<file path="src/hw/evt_timer_pkg.sv">
/*
  Package for the dual timer/event counter block: register indices,
  control field layout, mode codes and reset values.
  Assumes a 32-bit APB slave with one aligned word per register.
*/
package evt_timer_pkg;

  // Register indices; byte address is four times the index
  localparam logic [7:0] IDX_CTR_A_VALUE   = 8'h0d;
  localparam logic [7:0] IDX_CTR_A_CONTROL = 8'h0e;
  localparam logic [7:0] IDX_CTR_B_HIGH    = 8'h0f;
  localparam logic [7:0] IDX_CTR_B_LOW     = 8'h10;
  localparam logic [7:0] IDX_CTR_B_CONTROL = 8'h11;
  localparam logic [7:0] IDX_IRQ_STATUS    = 8'h20;
  localparam logic [7:0] IDX_PORT_CTRL     = 8'h21;

  // Bit positions in the irq status register
  localparam int IRQ_A_EN_BIT  = 0;
  localparam int IRQ_B_EN_BIT  = 1;
  localparam int IRQ_B_FLG_BIT = 4;
  localparam int IRQ_A_FLG_BIT = 6;

  // Bit positions in the port control register
  localparam int PORT_LATCH_BIT = 0;
  localparam int PORT_DIR_BIT   = 1;
  localparam int PORT_PIN_BIT   = 2;

  // Reset values
  localparam logic [7:0]  CTRL_RESET  = 8'h00;
  localparam logic [7:0]  BYTE_RESET  = 8'h00;
  localparam logic [15:0] COUNT_RESET = 16'h0000;

  // Mask for the unused low bits of counter B's control register
  localparam logic [7:0] CTR_B_CTRL_MASK = 8'hf8;
  // Mask for the unused bit 5 of counter A's control register
  localparam logic [7:0] CTR_A_CTRL_MASK = 8'hdf;

  // Operating modes held in control bits 7:6
  typedef enum logic [1:0] {
    MODE_UNUSED = 2'b00,
    MODE_EVENT  = 2'b01,
    MODE_TIMER  = 2'b10,
    MODE_PULSE  = 2'b11
  } mode_t;

  // Control register layout, shared by both counters
  typedef struct packed {
    mode_t      mode;      // Bits 7:6
    logic       clk_sel;   // Bit 5, counter B only
    logic       run;       // Bit 4
    logic       edge_sel;  // Bit 3
    logic [2:0] presc;     // Bits 2:0, counter A only
  } ctr_ctrl_t;

endpackage

</file>
<file path="src/hw/prescale_gen.sv">
/*
  Free-running prescaler: selectable divided tick for counter A,
  a quarter-rate tick for counter B, and the shared count for PWM.
  Assumes one clock, asynchronous active-low reset.
*/
`timescale 1ns/10ps
module prescale_gen
  import evt_timer_pkg::*;
(
  input  wire logic       pclk,
  input  wire logic       presetn,
  input  wire logic [2:0] sel,
  output logic      [6:0] div_count,
  output logic            tick_a,
  output logic            tick_quarter
);

  // Free-running stage count
  logic [6:0] stage_reg;

  // Low-bit mask for a divide by two to the power of code
  function automatic logic [6:0] stage_mask(input logic [2:0] code);
    stage_mask = 7'((8'h01 << code) - 8'h01);
  endfunction

  // Counter advances every cycle, never reset mid-run
  always_ff @(posedge pclk or negedge presetn) begin
    if (!presetn) begin
      stage_reg <= 7'h00;
    end else begin
      stage_reg <= stage_reg + 7'h01;
    end
  end

  // Tick when all masked bits are ones; code 0 ticks every cycle
  assign tick_a       = ((stage_reg & stage_mask(sel)) == stage_mask(sel));
  assign tick_quarter = (stage_reg[1:0] == 2'b11);
  // Same count doubles as the PWM period counter
  assign div_count    = stage_reg;

endmodule

</file>
<file path="src/hw/count_core.sv">
/*
  One count-up timer/event counter with event, timer and pulse-width
  modes. Preload and run bit live in the caller.
  Assumes event input synchronous to pclk.
*/
`timescale 1ns/10ps
module count_core
  import evt_timer_pkg::*;
#(
  parameter int WIDTH = 8
) (
  input  wire logic             pclk,
  input  wire logic             presetn,
  input  wire mode_t            mode,
  input  wire logic             edge_sel,
  input  wire logic             run,
  input  wire logic             int_tick,
  input  wire logic             event_in,
  input  wire logic             block,
  input  wire logic             load,
  input  wire logic [WIDTH-1:0] load_val,
  input  wire logic [WIDTH-1:0] preload,
  output logic      [WIDTH-1:0] count,
  output logic                  overflow,
  output logic                  measure_done
);

  logic             event_prev_reg;  // Last event input level
  logic             measuring_reg;   // Pulse being timed
  logic [WIDTH-1:0] count_reg;       // Running count
  logic             ovf_reg;         // Overflow pulse
  logic             rise;
  logic             fall;
  logic             start_edge;
  logic             stop_edge;
  logic             tick;

  assign rise = event_in & ~event_prev_reg;
  assign fall = ~event_in & event_prev_reg;
  // Edge select 1 starts on rising, stops on falling
  assign start_edge = edge_sel ? rise : fall;
  assign stop_edge  = edge_sel ? fall : rise;

  // Edge history for the event input
  always_ff @(posedge pclk or negedge presetn) begin
    if (!presetn) begin
      event_prev_reg <= 1'b0;
    end else begin
      event_prev_reg <= event_in;
    end
  end

  // Measurement window: one pulse per run, result then held
  always_ff @(posedge pclk or negedge presetn) begin
    if (!presetn) begin
      measuring_reg <= 1'b0;
    end else if (!run || mode != MODE_PULSE) begin
      measuring_reg <= 1'b0;
    end else if (!measuring_reg && start_edge) begin
      measuring_reg <= 1'b1;
    end else if (measuring_reg && stop_edge) begin
      measuring_reg <= 1'b0;
    end
  end

  assign measure_done = (mode == MODE_PULSE) & run & measuring_reg
                        & stop_edge;

  // Count source per mode; a read in progress holds the clock off
  always_comb begin
    unique case (mode)
      MODE_EVENT:  tick = edge_sel ? fall : rise;
      MODE_TIMER:  tick = int_tick;
      MODE_PULSE:  tick = measuring_reg & int_tick;
      MODE_UNUSED: tick = 1'b0;
    endcase
    tick = tick & run & ~block;
  end

  // Count up to all ones, then reload from preload
  always_ff @(posedge pclk or negedge presetn) begin
    if (!presetn) begin
      count_reg <= COUNT_RESET[WIDTH-1:0];
      ovf_reg   <= 1'b0;
    end else begin
      ovf_reg <= 1'b0;
      if (load) begin
        count_reg <= load_val;
      end else if (tick) begin
        if (&count_reg) begin
          count_reg <= preload;
          ovf_reg   <= 1'b1;
        end else begin
          count_reg <= count_reg + 1'b1;
        end
      end
    end
  end

  assign count    = count_reg;
  assign overflow = ovf_reg;

  // Read in progress freezes the count
  read_block_a: assert property (@(posedge pclk) disable iff (!presetn)
    (block && !load) |=> (count_reg == $past(count_reg)))
    else $error("count moved while read blocked");

  // Unused mode never advances
  unused_mode_a: assert property (@(posedge pclk) disable iff (!presetn)
    (mode == MODE_UNUSED && !load) |=> !ovf_reg &&
      (count_reg == $past(count_reg)))
    else $error("count moved in unused mode");

endmodule

</file>
<file path="src/hw/event_timer.sv">
/*
  Dual timer/event counter with frequency divider output, APB slave.
  Counter A is 8-bit with prescaler, counter B 16-bit.
  Assumes event pins, the 32768Hz source and option straps are
  synchronous to pclk; APB master per the AMBA APB protocol.
*/
// Our own choice: the APB slave port.
`timescale 1ns/10ps
module event_timer
  import evt_timer_pkg::*;
(
  input  wire logic        pclk,
  input  wire logic        presetn,
  input  wire logic        psel,
  input  wire logic        penable,
  input  wire logic        pwrite,
  input  wire logic [7:0]  paddr,
  input  wire logic [31:0] pwdata,
  output logic      [31:0] prdata,
  output logic             pready,
  output logic             pslverr,
  input  wire logic        ctr_a_event_input,
  input  wire logic        ctr_b_event_input,
  input  wire logic        slow_clk_in,
  input  wire logic        divider_option_en,
  input  wire logic        divider_from_ctr_b,
  input  wire logic        shared_divider_pin_in,
  output logic             shared_divider_pin_out,
  output logic             shared_divider_pin_oe,
  output logic             ctr_a_irq,
  output logic             ctr_b_irq,
  output logic             wake_up,
  output logic [6:0]       pwm_count
);

  // Software-visible state
  ctr_ctrl_t   a_ctrl_reg;      // Counter A control
  ctr_ctrl_t   b_ctrl_reg;      // Counter B control
  logic [7:0]  a_preload_reg;   // Counter A preload
  logic [15:0] b_preload_reg;   // Counter B preload
  logic [7:0]  b_low_buf_reg;   // Counter B low-byte buffer
  logic        a_irq_en_reg;    // Counter A irq enable
  logic        b_irq_en_reg;    // Counter B irq enable
  logic        a_flag_reg;      // Counter A overflow flag
  logic        b_flag_reg;      // Counter B overflow flag
  logic        pin_latch_reg;   // Shared pin data latch
  logic        pin_dir_reg;     // Shared pin direction, 1 = out
  logic        divider_reg;     // Divided overflow level
  logic        wake_reg;        // Wake-up pulse
  logic        slow_prev_reg;   // Last 32768Hz level
  logic [31:0] prdata_reg;      // Read data

  // Bus decode
  logic [7:0]  idx;
  logic        setup_rd;
  logic        acc;
  logic        wr;
  logic        rd;
  logic        mapped;

  // Counter wiring
  logic [7:0]  count_a;
  logic [15:0] count_b;
  logic        ovf_a;
  logic        ovf_b;
  logic        done_a;
  logic        done_b;
  logic        tick_a;
  logic        tick_quarter;
  logic        slow_tick;
  logic        tick_b;
  logic        load_a;
  logic        load_b;
  logic        block_a;
  logic        block_b;
  logic        sel_ovf;

  // Address lands on a word of its own; low two bits ignored
  assign idx = {2'b00, paddr[7:2]};

  function automatic logic is_mapped(input logic [7:0] i);
    is_mapped = (i == IDX_CTR_A_VALUE)   || (i == IDX_CTR_A_CONTROL) ||
                (i == IDX_CTR_B_HIGH)    || (i == IDX_CTR_B_LOW)     ||
                (i == IDX_CTR_B_CONTROL) || (i == IDX_IRQ_STATUS)    ||
                (i == IDX_PORT_CTRL);
  endfunction

  // Zero wait states; unmapped words answer with an error
  assign mapped   = is_mapped(idx);
  assign setup_rd = psel & ~penable & ~pwrite;
  assign acc      = psel & penable;
  assign wr       = acc & pwrite;
  assign rd       = acc & ~pwrite;
  assign pready   = 1'b1;
  assign pslverr  = acc & ~mapped;
  assign prdata   = prdata_reg;

  // Clock held off for the whole read of a value word
  assign block_a = psel & ~pwrite & (idx == IDX_CTR_A_VALUE);
  assign block_b = psel & ~pwrite & (idx == IDX_CTR_B_HIGH);

  // Preload reaches the count only while halted
  assign load_a = wr & (idx == IDX_CTR_A_VALUE) & ~a_ctrl_reg.run;
  assign load_b = wr & (idx == IDX_CTR_B_HIGH) & ~b_ctrl_reg.run;

  // Prescaler and PWM period count
  prescale_gen u_prescale (
    .pclk         (pclk),
    .presetn      (presetn),
    .sel          (a_ctrl_reg.presc),
    .div_count    (pwm_count),
    .tick_a       (tick_a),
    .tick_quarter (tick_quarter)
  );

  // Slow source edge; taken as synchronous to pclk
  always_ff @(posedge pclk or negedge presetn) begin
    if (!presetn) begin
      slow_prev_reg <= 1'b0;
    end else begin
      slow_prev_reg <= slow_clk_in;
    end
  end

  assign slow_tick = slow_clk_in & ~slow_prev_reg;
  assign tick_b    = b_ctrl_reg.clk_sel ? slow_tick : tick_quarter;

  count_core #(.WIDTH(8)) u_ctr_a (
    .pclk         (pclk),
    .presetn      (presetn),
    .mode         (a_ctrl_reg.mode),
    .edge_sel     (a_ctrl_reg.edge_sel),
    .run          (a_ctrl_reg.run),
    .int_tick     (tick_a),
    .event_in     (ctr_a_event_input),
    .block        (block_a),
    .load         (load_a),
    .load_val     (pwdata[7:0]),
    .preload      (a_preload_reg),
    .count        (count_a),
    .overflow     (ovf_a),
    .measure_done (done_a)
  );

  count_core #(.WIDTH(16)) u_ctr_b (
    .pclk         (pclk),
    .presetn      (presetn),
    .mode         (b_ctrl_reg.mode),
    .edge_sel     (b_ctrl_reg.edge_sel),
    .run          (b_ctrl_reg.run),
    .int_tick     (tick_b),
    .event_in     (ctr_b_event_input),
    .block        (block_b),
    .load         (load_b),
    .load_val     ({pwdata[7:0], b_low_buf_reg}),
    .preload      (b_preload_reg),
    .count        (count_b),
    .overflow     (ovf_b),
    .measure_done (done_b)
  );

  // Control registers; end of a measurement drops run
  always_ff @(posedge pclk or negedge presetn) begin
    if (!presetn) begin
      a_ctrl_reg <= ctr_ctrl_t'(CTRL_RESET);
      b_ctrl_reg <= ctr_ctrl_t'(CTRL_RESET);
    end else begin
      if (wr && idx == IDX_CTR_A_CONTROL) begin
        a_ctrl_reg <= ctr_ctrl_t'(pwdata[7:0] & CTR_A_CTRL_MASK);
      end else if (done_a) begin
        a_ctrl_reg.run <= 1'b0;
      end
      if (wr && idx == IDX_CTR_B_CONTROL) begin
        b_ctrl_reg <= ctr_ctrl_t'(pwdata[7:0] & CTR_B_CTRL_MASK);
      end else if (done_b) begin
        b_ctrl_reg.run <= 1'b0;
      end
    end
  end

  // Preloads: always written, counter untouched while running
  always_ff @(posedge pclk or negedge presetn) begin
    if (!presetn) begin
      a_preload_reg <= BYTE_RESET;
      b_preload_reg <= COUNT_RESET;
    end else begin
      if (wr && idx == IDX_CTR_A_VALUE) begin
        a_preload_reg <= pwdata[7:0];
      end
      if (wr && idx == IDX_CTR_B_HIGH) begin
        b_preload_reg <= {pwdata[7:0], b_low_buf_reg};
      end
    end
  end

  // Low-byte buffer: written by software, or caught on a high read
  always_ff @(posedge pclk or negedge presetn) begin
    if (!presetn) begin
      b_low_buf_reg <= BYTE_RESET;
    end else if (wr && idx == IDX_CTR_B_LOW) begin
      b_low_buf_reg <= pwdata[7:0];
    end else if (rd && idx == IDX_CTR_B_HIGH) begin
      b_low_buf_reg <= count_b[7:0];
    end
  end

  // Flags and enables; an overflow wins over a clearing write
  always_ff @(posedge pclk or negedge presetn) begin
    if (!presetn) begin
      a_irq_en_reg <= 1'b0;
      b_irq_en_reg <= 1'b0;
      a_flag_reg   <= 1'b0;
      b_flag_reg   <= 1'b0;
    end else begin
      if (wr && idx == IDX_IRQ_STATUS) begin
        a_irq_en_reg <= pwdata[IRQ_A_EN_BIT];
        b_irq_en_reg <= pwdata[IRQ_B_EN_BIT];
        a_flag_reg   <= pwdata[IRQ_A_FLG_BIT] | ovf_a;
        b_flag_reg   <= pwdata[IRQ_B_FLG_BIT] | ovf_b;
      end else begin
        a_flag_reg <= a_flag_reg | ovf_a;
        b_flag_reg <= b_flag_reg | ovf_b;
      end
    end
  end

  // Request only where enabled, in every mode
  assign ctr_a_irq = a_flag_reg & a_irq_en_reg;
  assign ctr_b_irq = b_flag_reg & b_irq_en_reg;

  // Pin latch and direction
  always_ff @(posedge pclk or negedge presetn) begin
    if (!presetn) begin
      pin_latch_reg <= 1'b0;
      pin_dir_reg   <= 1'b0;
    end else if (wr && idx == IDX_PORT_CTRL) begin
      pin_latch_reg <= pwdata[PORT_LATCH_BIT];
      pin_dir_reg   <= pwdata[PORT_DIR_BIT];
    end
  end

  // Only one overflow feeds the divider, chosen by option
  assign sel_ovf = divider_from_ctr_b ? ovf_b : ovf_a;

  // Divide-by-two level and wake-up pulse
  always_ff @(posedge pclk or negedge presetn) begin
    if (!presetn) begin
      divider_reg <= 1'b0;
      wake_reg    <= 1'b0;
    end else begin
      divider_reg <= divider_reg ^ sel_ovf;
      wake_reg    <= ovf_a | ovf_b;
    end
  end

  assign wake_up = wake_reg;

  // Input direction keeps the plain input; latch gates the divider
  assign shared_divider_pin_oe  = pin_dir_reg;
  assign shared_divider_pin_out = divider_option_en ?
                                  (pin_latch_reg & divider_reg) :
                                  pin_latch_reg;

  // Read data captured in the setup cycle
  always_ff @(posedge pclk or negedge presetn) begin
    if (!presetn) begin
      prdata_reg <= 32'h0000_0000;
    end else if (setup_rd) begin
      prdata_reg <= 32'h0000_0000;
      unique case (idx)
        IDX_CTR_A_VALUE:   prdata_reg[7:0] <= count_a;
        IDX_CTR_A_CONTROL: prdata_reg[7:0] <= a_ctrl_reg;
        IDX_CTR_B_HIGH:    prdata_reg[7:0] <= count_b[15:8];
        IDX_CTR_B_LOW:     prdata_reg[7:0] <= b_low_buf_reg;
        IDX_CTR_B_CONTROL: prdata_reg[7:0] <= b_ctrl_reg & CTR_B_CTRL_MASK;
        IDX_IRQ_STATUS: begin
          prdata_reg[IRQ_A_EN_BIT]  <= a_irq_en_reg;
          prdata_reg[IRQ_B_EN_BIT]  <= b_irq_en_reg;
          prdata_reg[IRQ_A_FLG_BIT] <= a_flag_reg;
          prdata_reg[IRQ_B_FLG_BIT] <= b_flag_reg;
        end
        IDX_PORT_CTRL: begin
          prdata_reg[PORT_LATCH_BIT] <= pin_latch_reg;
          prdata_reg[PORT_DIR_BIT]   <= pin_dir_reg;
          prdata_reg[PORT_PIN_BIT]   <= shared_divider_pin_in;
        end
        default:           prdata_reg <= 32'h0000_0000;
      endcase
    end
  end

  // Control B low bits never read back as ones
  b_ctrl_low_a: assert property (@(posedge pclk) disable iff (!presetn)
    (setup_rd && idx == IDX_CTR_B_CONTROL) |=> (prdata[2:0] == 3'b000))
    else $error("counter B control low bits not zero");

  // Run falls the cycle after a measurement ends
  run_auto_clear_a: assert property (@(posedge pclk) disable iff (!presetn)
    (done_b && !(wr && idx == IDX_CTR_B_CONTROL)) |=> !b_ctrl_reg.run)
    else $error("run not cleared after measurement");

  // Every overflow gives a wake-up pulse one cycle later
  wake_pulse_a: assert property (@(posedge pclk) disable iff (!presetn)
    (ovf_a || ovf_b) |=> wake_up)
    else $error("overflow without wake-up");

  // Clearing the enable drops the request on the next cycle
  irq_gate_a: assert property (@(posedge pclk) disable iff (!presetn)
    (wr && idx == IDX_IRQ_STATUS && !pwdata[IRQ_A_EN_BIT]) |=> !ctr_a_irq)
    else $error("irq A requested while disabled");

  // Halted write reaches the count
  load_halted_a: assert property (@(posedge pclk) disable iff (!presetn)
    (wr && idx == IDX_CTR_A_VALUE && !a_ctrl_reg.run)
      |=> (count_a == $past(pwdata[7:0])))
    else $error("halted write did not load count A");

  // Running write changes the preload; load_b low the cycle after
  run_write_a: assert property (@(posedge pclk) disable iff (!presetn)
    (wr && idx == IDX_CTR_B_HIGH && b_ctrl_reg.run && !ovf_b)
      |=> (b_preload_reg == {$past(pwdata[7:0]), $past(b_low_buf_reg)})
          && !load_b)
    else $error("running write on B misbehaved");

  // Divider flips on each chosen overflow
  divider_flip_a: assert property (@(posedge pclk) disable iff (!presetn)
    sel_ovf |=> (divider_reg != $past(divider_reg)))
    else $error("divider did not toggle");

  // Clear latch holds the pin low under the option
  pin_low_a: assert property (@(posedge pclk) disable iff (!presetn)
    (divider_option_en && !pin_latch_reg) |-> !shared_divider_pin_out)
    else $error("pin not held low");

endmodule

</file>
<file path="config.mk">
export PLATFORM = sky130hd
export DESIGN_NAME = event_timer
export DESIGN_NICKNAME = d
export VERILOG_FILES = /design/src/hw/evt_timer_pkg.sv /design/src/hw/prescale_gen.sv /design/src/hw/count_core.sv /design/src/hw/event_timer.sv
export SDC_FILE = /design/constraint.sdc
export NUM_CORES = 1
export LEC_CHECK = 0
export BUFFER_PORTS_ARGS = -buffer_cell sky130_fd_sc_hd__buf_2
export CORE_MARGIN = 5
export CORE_UTILIZATION = 35
export DETAILED_ROUTE_END_ITERATION = 6
export REMOVE_ABC_BUFFERS = 1
export SETUP_SLACK_MARGIN = 0.15
export SYNTH_ARGS = -nofsm -noshare
export SYNTH_HDL_FRONTEND = slang
export SYNTH_SLANG_ARGS = --single-unit
</file>
<file path="constraint.sdc">
create_clock -name pclk -period 2.2 [get_ports pclk]
set_input_delay 0.44 -clock pclk [delete_from_list [all_inputs] [get_ports pclk]]
set_output_delay 0.44 -clock pclk [all_outputs]
set_load 0.1 [all_outputs]
</file>
## Word-level counts from Yosys, hierarchy flattened

Cells that the tools add are included.

| cells by class | value |
|---|---|
| reductions and logical operators | 35 |
| eq/ne operators | 17 |
| muxes and demuxes | 42 |
| shift-type cells | 1 |
| bitwise operators | 52 |
| add/sub/neg operators | 4 |

Operators by type and width:

| kind | number |
|---|---|
| 16-bit two-way mux | 3 |
| 8-bit two-way mux | 5 |
| 1-bit AND | 33 |
| 1-bit two-way mux | 25 |
| 6-bit by 4-bit == test with 1-bit output (second input constant) | 3 |
| 16-bit by 1-bit adder with 16-bit output (second input constant) | 1 |
| 16-bit AND reduction | 1 |
| 1-bit one-hot mux with 5 select lines | 3 |
| 6-bit by 5-bit == test with 1-bit output (second input constant) | 2 |
| 6-bit == test (second input constant) | 2 |
| 1-bit logical AND | 12 |
| 1-bit inverter | 12 |
| 1-bit one-hot mux with 4 select lines | 3 |
| 1-bit one-hot mux with 6 select lines | 2 |
| 2-bit one-hot mux with 6 select lines | 1 |
| 2-bit == test (second input constant) | 5 |
| 2-bit nonzero test | 5 |
| 8-bit by 1-bit adder with 8-bit output (second input constant) | 1 |
| 1-bit logical OR | 8 |
| 8-bit AND reduction | 1 |
| 7-bit by 1-bit adder with 7-bit output (second input constant) | 1 |
| 7-bit AND | 1 |
| 7-bit == test | 1 |
| 1-bit by 3-bit << shifter with 7-bit output (first input constant) | 1 |
| other kinds (8) | 19 |

| storage, ports and cells | value |
|---|---|
| output and inout port bits | 46 |
| register bits | 98 |
| word-level logic and storage cells | 181 |
| input bits | 51 |

## Longest topological paths before layout

Gate-level depths: netlist of the first run.

| depth | value |
|---|---|
| depth in word-level cells | 10 |
| depth in mapped cells | 11 |
| gate-level depth less buffers | 9 |

## Hierarchy

Synthesis of the first run repeated with hierarchy kept, for this count alone.

| unflattened totals | value |
|---|---|
| cells, all modules | 537 |
| area total of the unflattened synthesis | 5650.4 µm² |

Modules (own cells, without submodules):

| module | sequential area each (µm²) | instances | cells each | area an instance (µm²) |
|---|---|---|---|---|
| event_timer | 1526.5 | 1 | 257 | 3126.7 |
| count_core (u_ctr_b) | 475.5 | 1 | 158 | 1368.8 |
| count_core (u_ctr_a) | 275.3 | 1 | 95 | 843.3 |
| prescale_gen | 175.2 | 1 | 27 | 311.5 |

## Worst setup path before layout of the first run

No wires, ideal clock.

| timing | value |
|---|---|
| path kind | input -> output |
| start point | input paddr[2] |
| end point | output pslverr |
| cell stages on the path | 4 |
| required time | 1760 ps |
| slack | -1318 ps |
| arrival | 3078 ps |
| buffers on the path | 2 |
| cells stage by stage | buf_6 > clkbuf_1 > nor2_1 > nor3_1 |

| between the ends | value |
|---|---|
| word-level cells in the longest chain between the ends | 9 |
| elaborated cells on any way between the ends | 15 |
| those cells by class | eq/ne: 7; bitwise: 2; reduce/logical: 6 |

RTL lines:

| what | line | text |
|---|---|---|
| start, declared | event_timer.sv:17 | `input wire logic [7:0] paddr,` |
| 6-bit by 4-bit == test with 1-bit output | event_timer.sv:82 | `is_mapped = (i == IDX_CTR_A_VALUE) \|\| (i == IDX_CTR_A_CONTROL) \|\|` |
| 1-bit logical OR (2 in a row) | event_timer.sv:82 |  |
| 1-bit logical OR (2 in a row) | event_timer.sv:83 | `(i == IDX_CTR_B_HIGH) \|\| (i == IDX_CTR_B_LOW) \|\|` |
| 1-bit logical OR | event_timer.sv:84 | `(i == IDX_CTR_B_CONTROL) \|\| (i == IDX_IRQ_STATUS) \|\|` |
| 1-bit logical OR * | event_timer.sv:84 |  |
| 1-bit inverter * | event_timer.sv:95 | `assign pslverr = acc & ~mapped;` |
| 1-bit AND * | event_timer.sv:95 |  |
| end, declared | event_timer.sv:21 | `output logic pslverr,` |

Mark *: on every way between the ends. The rest lies on a longest branch, timed or not.

## Worst setup path after layout of the first run

| timing | value |
|---|---|
| start point | register a_ctrl_reg[2] (netlist name) |
| end point | register u_ctr_a.ovf_reg, in the netlist u_ctr_a.overflow |

| between the ends | value |
|---|---|
| word-level cells in the longest chain between the ends | 10 |

RTL lines:

| what | line | text |
|---|---|---|
| start, declared | event_timer.sv:37 | `ctr_ctrl_t a_ctrl_reg;` |
| start signal, assigned | event_timer.sv:165 | `a_ctrl_reg <= ctr_ctrl_t'(CTRL_RESET);` |
| start signal, assigned | event_timer.sv:169 | `a_ctrl_reg <= ctr_ctrl_t'(pwdata[7:0] & CTR_A_CTRL_MASK);` |
| 1-bit by 3-bit << shifter with 7-bit output * | prescale_gen.sv:23 | `stage_mask = 7'((8'h01 << code) - 8'h01);` |
| 7-bit by 1-bit subtractor with 7-bit output * | prescale_gen.sv:23 |  |
| 7-bit AND | prescale_gen.sv:36 | `assign tick_a = ((stage_reg & stage_mask(sel)) == stage_mask(sel));` |
| 7-bit == test * | prescale_gen.sv:36 |  |
| 1-bit AND | count_core.sv:74 | `MODE_PULSE: tick = measuring_reg & int_tick;` |
| 1-bit one-hot mux with 4 select lines * | count_core.sv:71 | `unique case (mode)` |
| 1-bit AND * (2 in a row) | count_core.sv:77 | `tick = tick & run & ~block;` |
| 1-bit two-way mux * | count_core.sv:89 | `end else if (tick) begin` |
| 1-bit two-way mux * | count_core.sv:87 | `if (load) begin` |
| end signal, assigned | count_core.sv:84 | `ovf_reg <= 1'b0;` |
| end signal, assigned | count_core.sv:86 | `ovf_reg <= 1'b0;` |
| end signal, assigned | count_core.sv:92 | `ovf_reg <= 1'b1;` |
| end, declared | count_core.sv:31 | `logic ovf_reg;` |

Marked as above.
A chain may end at the register's enable or synchronous reset.

==> flow_summary.toml, run 1 <==
[finish]
drive_gt1_share_pct = 33.07
syn_to_final_growth_pct = 22.27
final_util_pct = 43.32
num_antenna_cells = 0
final_common_cell = "dfrtp_1"
fin_area_sq_um = 6857
n_fill_cell = 1490
fin_nets = 696
final_cell_mix = "97 x dfrtp_1, 61 x buf_4, 43 x buf_2"

[routing]
finalWirelength_mm = 15.56
remaining_drc_errors = 0
ant_nets = 0
wl_per_cell_microns = 18.09
drt_first_iter_violations = 401
viasPerCell = 5.334
dr.pass1.iters = 5
num_vias = 4587

[global_routing]
grt_max_degree = 36
grt_remaining_overflow = 0
track_usage_pct = 17.22
grt_pass1_vias = 4576
grt_pass1_wl_mm = 25.13
antenna_found_initial = 0

[critical_path]
cp.arrival_ns = 2.54
start_kind = "flip-flop"
cp-end-kind = "flip-flop"
crit_type = "flip-flop to flip-flop"
cp_max_fo = 5
cp_data_required_time_ns = 2.48

[sta]
whs_ns = 0.04059
setup_viol = 6
hold_viol = 0
slew_headroom_pct = 65.54
rsz0062_at_grt = "yes"
setup_ws_ns = -0.06037
finalCritPeriodShare_pct = 102.7
max_freq_ghz = 0.4424
finClkSkew_ns = 0.008544
worst_slew_pin_slew_ns = 0.5149
slew_viol_final = 0
min_period_ns = 2.260

[placed_design]
hpwl_mm = 11.38
place_area_sq_um = 6357
gp_routability_congestion = 0.8819
io_buffers = 45

[power_and_ir_drop]
power_density_nw_per_um2 = 649.7
pwr-share-comb_pct = 19.0
switchingPower_mw = 1.399
total_leakage_power_nw = 3.251
ir_drop_v = 0.0003886
pwr-share-clk_pct = 35.8
swShare_pct = 31.39
p_seq_share_pct = 45.1
intPower_mw = 3.056

[logic_synthesis]
syn-cell-area_sq_um = 5608
yosysSeqAreaShare_pct = 43.73
yosys.area.top_type = "dfrtp_1"
async_flop_share_pct = 100.0
synth-main-ff-cell = "dfrtp_1"
synth_top_area_share_pct = 43.73
syn_avg_cell_area_sq_um = 10.23
synth_edf_count = 0
synth_area_leaders = "dfrtp_1 44%, mux2_2 7.6%, buf_4 3.5%, nor2_1 2.9%, a21oi_1 2.7%"
syn_inst = 548
yosysWarnings = 0
ys_seq_elements = 98
ys_types = 77

[die]
initial_core_util_pct = 35.43
die_area_sq_um = 18650
num_rows = 46
dieHeight_microns = 136.6
die_w_microns = 136.6
core_sq_um = 15830
io_pins = 97

[run]
max-cap-violations = 0

[clock_tree]
cts_buffer_depth = 2
cts_tree = "done"
worst_skew_pair.late_latency_ns = 0.35
clk_pin_slew_ns = 0.06
holdBufCountCts = 0
htreeDepth = 3
root_buffer = "clkbuf_16"
cts_buffers = 9
clock_sinks = 98

[min_path]
min_path_type = "input port to async pin"

[run_status]
status = "complete, but fails checks"
violations = "negative setup slack"
-- per-stage QoR --
step	setup slack, ns	total power, mW	setup TNS, ns	std cells
floorplan	-1.214	2.568	-7.369	515
global placement	-0.08400	2.817	-0.3971	838
detailed placement	-0.1551	2.835	-0.8730	838
CTS	-0.02296	4.469	-0.03375	859
global route	-0.1686	4.619	-1.125	860
finish	-0.06037	4.455	-0.1484	860
-- kinds of logic after synthesis --
logic type	share of synthesized area, %
flip-flops	43.73
multiplexers	10.31
adder cells (fa/ha/maj)	1.071
other	0.1339
AO/OA/AOI/OAI	17.25
XOR/XNOR	2.655
buffers and inverters	7.385
AND/OR/NAND/NOR	17.47
-- routing by layer --
layer	wire, microns	vias up	GRT usage, %
met5	0	-	0
met4	340	0	6.495
met3	914	25	2.941
met2	7142	151	26.62
met1	7160	2255	24.15
li1	-	2156	-
-- critical path: stages (launching register included) --
cell and delay, ns:
dfrtp_1 0.41, nor2_4 0.16, nand2_2 0.10, buf_6 0.12
buf_4 0.12, buf_6 0.11, a221oi_4 0.29, nand4bb_4 0.17
buf_6 0.15, buf_6 0.11, a21o_1 0.20, buf_4 0.14
nor2_1 0.10
-- Yosys cell counts (all sizes together) (2+ instances only) --
library cell  count
nand3            27
or2               4
and4              5
and3              9
a21oi            32
a211oi            8
inv              13
and2              4
nor2             46
a211o             8
buf              44
o32ai             2
a21boi            3
nand4             9
nor2b            11
nor3              7
nand4b            2
a311oi            2
xnor2            12
a221o            13
a22oi            10
a32oi             3
o211ai            6
nand3b            3
nand2            37
and3b             2
o21ai            17
conb              2
mux2i            15
xor2              5
dfrtp            98
nor3b             4
a222oi            3
clkbuf           12
a221oi            2
a31oi             8
ha                4
mux2             38
-- worst paths after layout --
path                                from                 endpoint  slack, ns  cells after the start
setup / recovery           a_ctrl_reg[2]         u_ctr_a.overflow      -0.06                     12
hold / removal                   presetn         b_low_buf_reg[1]       0.04                      1
setup reg to reg           a_ctrl_reg[2]         u_ctr_a.overflow      -0.06                     12
hold reg to reg              divider_reg              divider_reg       0.47                      1
max in group asynchronous        presetn  u_prescale.div_count[6]       1.60                      2
min in group pclk            slow_clk_in            slow_prev_reg       0.21                      1
-- area by class of cell --
type / instances / area, sq um / share of cell area (%)
timing repair buffer: 115 / 840.8 / 12.26
clock inverter: 3 / 40.04 / 0.5839
multi-input combinational: 404 / 2950 / 43.03
inverter: 13 / 48.80 / 0.7117
sequential: 98 / 2454 / 35.78
tap: 216 / 270.3 / 3.942
clock buffer: 11 / 252.7 / 3.686
-- timing repair --
action / CTS / global route
cloned: 1 / 0
resized for setup: 13 / 19
buffers inserted: 6 / 1
setup endpoints to repair: 11 / 22
hold endpoints to repair: 0 / 0
pin swaps: 9 / 8
-- power groups by stage --
stage / registers (mW) / clock network (mW) / logic, mW
after floorplan: 2.18 / 0 / 0.384
after global placement: 2.04 / 0 / 0.779
after detailed placement: 2.04 / 0 / 0.793
after CTS: 2.01 / 1.63 / 0.830
after global routing: 2.02 / 1.69 / 0.903
final: 2.01 / 1.60 / 0.849
Note: power is estimated with default switching activity, not from simulation.
==> run 2, diff against run 1 <==
BUFFER_PORTS_ARGS = unset   (was -buffer_cell sky130_fd_sc_hd__buf_2)
DONT_BUFFER_PORTS = 1   (was unset)
==> flow_summary.toml, run 2 (same netlist as run 1, synthesis figures left out) <==
[sta]
worst_slew_pin_slew_ns = 0.5880
finalCritPeriodShare_pct = 99.91
setup_viol = 0
slew_headroom_pct = 60.65
slew_viol_final = 0
max_freq_ghz = 0.4549
whs_ns = -0.2192
rsz0062_at_grt = "yes"
min_period_ns = 2.198
finClkSkew_ns = 0.007497
hold_viol = 98
setup_ws_ns = 0.001882

[critical_path]
max_stage_delay_ns = 0.41
crit_chain = "nor2_4 -> nand2_2 -> buf_6 -> buf_4 -> buf_6 -> a221oi_4 -> nand4bb_4 -> a31o_4 -> a221o_2"
cp.arrival_ns = 2.44
crit_type = "flip-flop to flip-flop"
cp_top_family = "compound AO/OA/AOI/OAI gates"
cp_max_fo = 5
cp_common_cell = "buf_6"
reg2reg_slack_ns = 0.002
cp_slowest_cell = "dfrtp_1"
cp_data_required_time_ns = 2.44
start_kind = "flip-flop"
cp-end-kind = "flip-flop"
crit_buf_inv = 3

[routing]
remaining_drc_errors = 0
dr.pass1.iters = 5
drt_first_iter_violations = 488
finalWirelength_mm = 16.23
viasPerCell = 5.555
wl_per_cell_microns = 19.62
ant_nets = 0
num_vias = 4594

[die]
die_area_sq_um = 18650
die_w_microns = 136.6
num_rows = 46
io_pins = 97
initial_core_util_pct = 35.43
dieHeight_microns = 136.6
core_sq_um = 15830

[power_and_ir_drop]
ir_drop_v = 0.0004697
power_density_nw_per_um2 = 676.6
total_leakage_power_nw = 3.142

[min_path]
min_path_type = "input port to async pin"

[placed_design]
dp.cells = 801
gp_routability_congestion = 0.9159
io_buffers = 0
hpwl_mm = 11.27
pre_cts_slack_ns = -0.1777

[global_routing]
antenna_found_initial = 0
track_usage_pct = 17.34
grt_pass1_wl_mm = 24.96
grt_max_degree = 99
grt_remaining_overflow = 0
grt_pass1_vias = 4537

[finish]
finalNonFillerCells = 827
final_common_cell = "dfrtp_1"
multi_input_area_sq_um = 2982
regArea_sq_um = 2455
n_fill_cell = 1519
final_cell_mix = "96 x dfrtp_1, 72 x buf_4, 41 x nor2_1"
fin_nets = 662
syn_to_final_growth_pct = 21.06
drive_gt1_share_pct = 30.77
num_antenna_cells = 0

[clock_tree]
clock_sinks = 98
cts_tree = "done"
htreeDepth = 3
worst_skew_pair.late_latency_ns = 0.35
clk_pin_slew_ns = 0.07
cts_buffer_depth = 2
cts_buffers = 9
root_buffer = "clkbuf_16"

[run]
max-cap-violations = 0

[run_status]
status = "complete, but fails checks"
violations = "negative hold slack"
[run 2: changes by cell type in the layout (fill, tap and decap cells not counted), sizes merged]
cell / delta
clkinv: -1
buf: -37
clkbuf: +2
clkinvlp: +1
bufinv: +2
[run 2: path summary, 6_finish.rpt]
path / from / to / cells past startpoint
min in group pclk: slow_clk_in / slow_prev_reg / 0
max: a_ctrl_reg[2] / u_ctr_a.count[2] / 9
min: presetn / u_ctr_b.count[1] / 0
max in group asynchronous: presetn / b_ctrl_reg[3] / 0
max reg2reg: a_ctrl_reg[2] / u_ctr_a.count[2] / 9
min reg2reg: divider_reg / divider_reg / 1
[run 2: timing repair]
item / CTS / global route
setup endpoints to repair: 22 / 21
setup buffers: 3 / 6
cloned: 0 / 2
endpoints found under the hold margin: 98 / 98
resized for setup: 17 / 19
pin swaps: 12 / 20
[run 2: routing by layer]
metal	vias to the layer above	global-route usage, %	share of wire (%)
li1	2088	-	-
met4	0	6.887	3.1
met3	35	3.971	8.1
met1	2283	23.34	43
met5	-	0	0
met2	188	27.05	46
[run 2: area by class of cell]
| class | count | area share [%] |
|---|---|---|
| clock inverters | 5 | 1.511 |
| clock buffers | 10 | 3.520 |
| repair buffers | 81 | 10.19 |
| flip-flops and latches | 98 | 36.16 |
| multi-input cells | 404 | 43.92 |
| well taps | 216 | 3.981 |
| inverters | 13 | 0.7188 |
[run 2: metrics by stage]
stage | area, sq um | power, mW | util (%) | TNS, ns
floorplan | 5329 | 2.568 | - | -7.369
CTS | 6620 | 4.598 | 41.83 | -0.003484
global route | 6789 | 4.739 | 42.89 | -0.2479
finish | 6789 | 4.593 | 42.89 | 0
detailed placement | 6163 | 2.734 | 38.94 | -1.176
global placement | 6163 | 2.718 | 38.94 | -0.7009
[run 2: worst reg2reg max path: stages, from the launching register on]
cell and delay, ns:
dfrtp_1 0.41, nor2_4 0.15, nand2_2 0.10, buf_6 0.12, buf_4 0.12, buf_6 0.11
a221oi_4 0.30, nand4bb_4 0.16, a31o_4 0.29, a221o_2 0.33
[run 2: power breakdown]
part           switching, mW  total [mW]  leakage (nW)  internal [mW]
Clock                  0.702        1.84         0.165           1.13
Sequential             0.108        2.01          1.30           1.90
Combinational          0.539       0.751          1.68          0.212
==> run 3, diff against run 2 <==
--- a/config.mk
+++ b/config.mk
@@ -8,4 +8,5 @@
 export CORE_MARGIN = 5
 export CORE_UTILIZATION = 35
+export CTS_CLUSTER_SIZE = 12
 export DETAILED_ROUTE_END_ITERATION = 6
 export DONT_BUFFER_PORTS = 1
==> constraint.sdc (replaced) <==
create_clock -name pclk -period 2.2 [get_ports pclk]
set_input_delay 0.44 -clock pclk [delete_from_list [all_inputs] [get_ports pclk]]
set_output_delay 0.44 -clock pclk [all_outputs]
set_load 0.01 [all_outputs]
==> flow_summary.toml, run 3 (same netlist as run 1, synthesis figures left out) <==
[routing]
drt_first_iter_violations = 425
wl_per_cell_microns = 19.23
viasPerCell = 5.519
dr.pass1.iters = 5
finalWirelength_mm = 15.52
num_vias = 4454
ant_nets = 0
remaining_drc_errors = 0

[run_status]
status = "complete, but fails checks"
violations = "negative hold slack, negative setup slack"

[die]
io_pins = 97
num_rows = 46
initial_core_util_pct = 35.43
dieHeight_microns = 136.6
core_sq_um = 15830
die_area_sq_um = 18650
die_w_microns = 136.6

[critical_path]
reg2reg_slack_ns = -0.04
cp-end-kind = "flip-flop"
cp_slowest_cell = "dfrtp_1"
start_kind = "flip-flop"
timing.rr.start = "a_ctrl_reg[1]"
cp_data_required_time_ns = 2.44
rr_worst_depth = 9
cp.arrival_ns = 2.48
crit_chain = "nor2_4 -> nand2_2 -> ha_4 -> nor2b_4 -> o32ai_2 -> a311oi_2 -> nand4bb_4 -> a31o_4 -> a221o_2"
cp_max_fo = 5
crit_type = "flip-flop to flip-flop"
r2r_end = "u_ctr_a.count[1]"
max_stage_delay_ns = 0.40

[sta]
slew_viol_final = 0
max_freq_ghz = 0.4464
min_period_ns = 2.240
finalCritPeriodShare_pct = 101.8
hold_viol = 98
finClkSkew_ns = 0.004788
setup_ws_ns = -0.04038
rsz0062_at_grt = "yes"
whs_ns = -0.2248
setup-tns-final_ns = -0.1029
setup_viol = 5

[global_routing]
grt_pass1_wl_mm = 24.04
grt_pass1_vias = 4215
grt_max_degree = 99
track_usage_pct = 16.77
antenna_found_initial = 0
grt_remaining_overflow = 0

[power_and_ir_drop]
p_total_mw = 4.062
swShare_pct = 24.69
pwr-share-comb_pct = 8.0
total_leakage_power_nw = 3.018
p_seq_share_pct = 49.9
switchingPower_mw = 1.003
ir_drop_v = 0.0004033
intPower_mw = 3.059
power_density_nw_per_um2 = 620.4
pwr-share-clk_pct = 42.1

[placed_design]
hpwl_mm = 10.97
pre_cts_slack_ns = -0.1629
gp_routability_congestion = 0.8602
io_buffers = 0

[min_path]
min_path_type = "input port to async pin"

[finish]
syn_to_final_growth_pct = 16.76
num_antenna_cells = 0
drive_gt1_share_pct = 26.73
final_cell_mix = "97 x dfrtp_1, 54 x buf_4, 42 x nor2_1"
fin_nets = 641
final_util_pct = 41.37
final_common_cell = "dfrtp_1"

[clock_tree]
cts_buffer_depth = 2
root_buffer = "clkbuf_16"
worst_skew_pair.late_latency_ns = 0.36
cts_buffers = 9
clock_sinks = 98
clk_pin_slew_ns = 0.07
htreeDepth = 3
cts_tree = "done"

[run]
max-cap-violations = 0
-- run 3: cell count changes in the layout (fill, tap and decap cells not counted), moves of 2 or more --
cell / before / now
a211oi_1: 6 / 8
nor3_1: 3 / 6
a21oi_2: 5 / 3
a21oi_1: 27 / 29
buf_4: 72 / 54
buf_6: 5 / 2
a211oi_2: 2 / 0
nor3_2: 3 / 0
-- run 3: worst max path at each step --
stage | slack, ns | depth (start not counted) | start | end
floorplan | -0.35 | 9 | a_ctrl_reg[2] | u_ctr_a.count[6]
global placement | -0.14 | 9 | a_ctrl_reg[2] | u_ctr_a.count[6]
detailed placement | -0.16 | 9 | a_ctrl_reg[2] | u_ctr_a.count[1]
CTS | -0.006 | 9 | a_ctrl_reg[1] | u_ctr_a.count[1]
global route | -0.11 | 9 | a_ctrl_reg[1] | u_ctr_a.count[1]
finish | -0.04 | 9 | a_ctrl_reg[1] | u_ctr_a.count[1]
-- run 3: power groups by stage --
| stage | logic [mW] | registers [mW] | clock network, mW |
|---|---|---|---|
| 6_report | 0.325 | 2.03 | 1.71 |
| 3_3_place_gp | 0.273 | 2.06 | 0 |
| 4_1_cts | 0.302 | 2.03 | 1.74 |
| 5_1_grt | 0.361 | 2.04 | 1.81 |
| 3_5_place_dp | 0.284 | 2.06 | 0 |
| 2_1_floorplan | 0.206 | 2.02 | 0 |
-- run 3: layout make-up --
| class | count | area [sq um] |
|---|---|---|
| clock inverter | 7 | 93.84 |
| clock buffer | 9 | 225.2 |
| sequential | 98 | 2454 |
| fill | 1500 | 9280 |
| multi-input combinational | 404 | 2938 |
| inverter | 13 | 48.80 |
| timing repair buffer | 60 | 518.0 |
| tap | 216 | 270.3 |
-- run 3: metal layers --
metal  up-vias  GRT usage (%)  wire length, microns
li1       2049              -                     -
met1      2220          23.14                  7052
met2       154          25.90                  7087
met3        31          3.750                  1005
met4         0          5.935                   377
met5         -              0                     0
-- run 3: worst max-delay path, delay by kind of cell, from the launching register on --
kind / cells / cell delay, ns
AOI/OAI and AO/OA: 4 / 0.93
adders and majority gates: 1 / 0.17
and+or+nand+nor: 4 / 0.61
DFF: 1 / 0.40
-- run 3: repair_timing --
action / in CTS / in global routing
pin swaps: 12 / 3
buffers inserted: 0 / 3
resized for setup: 11 / 15
cloned: 0 / 2
endpoints found under the setup margin: 14 / 23
endpoints found under the hold margin: 98 / 98
-- run 3: through the flow --
step	cells	hold slack, ns	cell area (sq um)
2_1_floorplan	515	0.1444	5329
3_3_place_gp	786	0.1484	6037
3_5_place_dp	786	0.1480	6037
4_1_cts	802	-0.2333	6407
5_1_grt	807	-0.2403	6548
6_report	807	-0.2248	6548
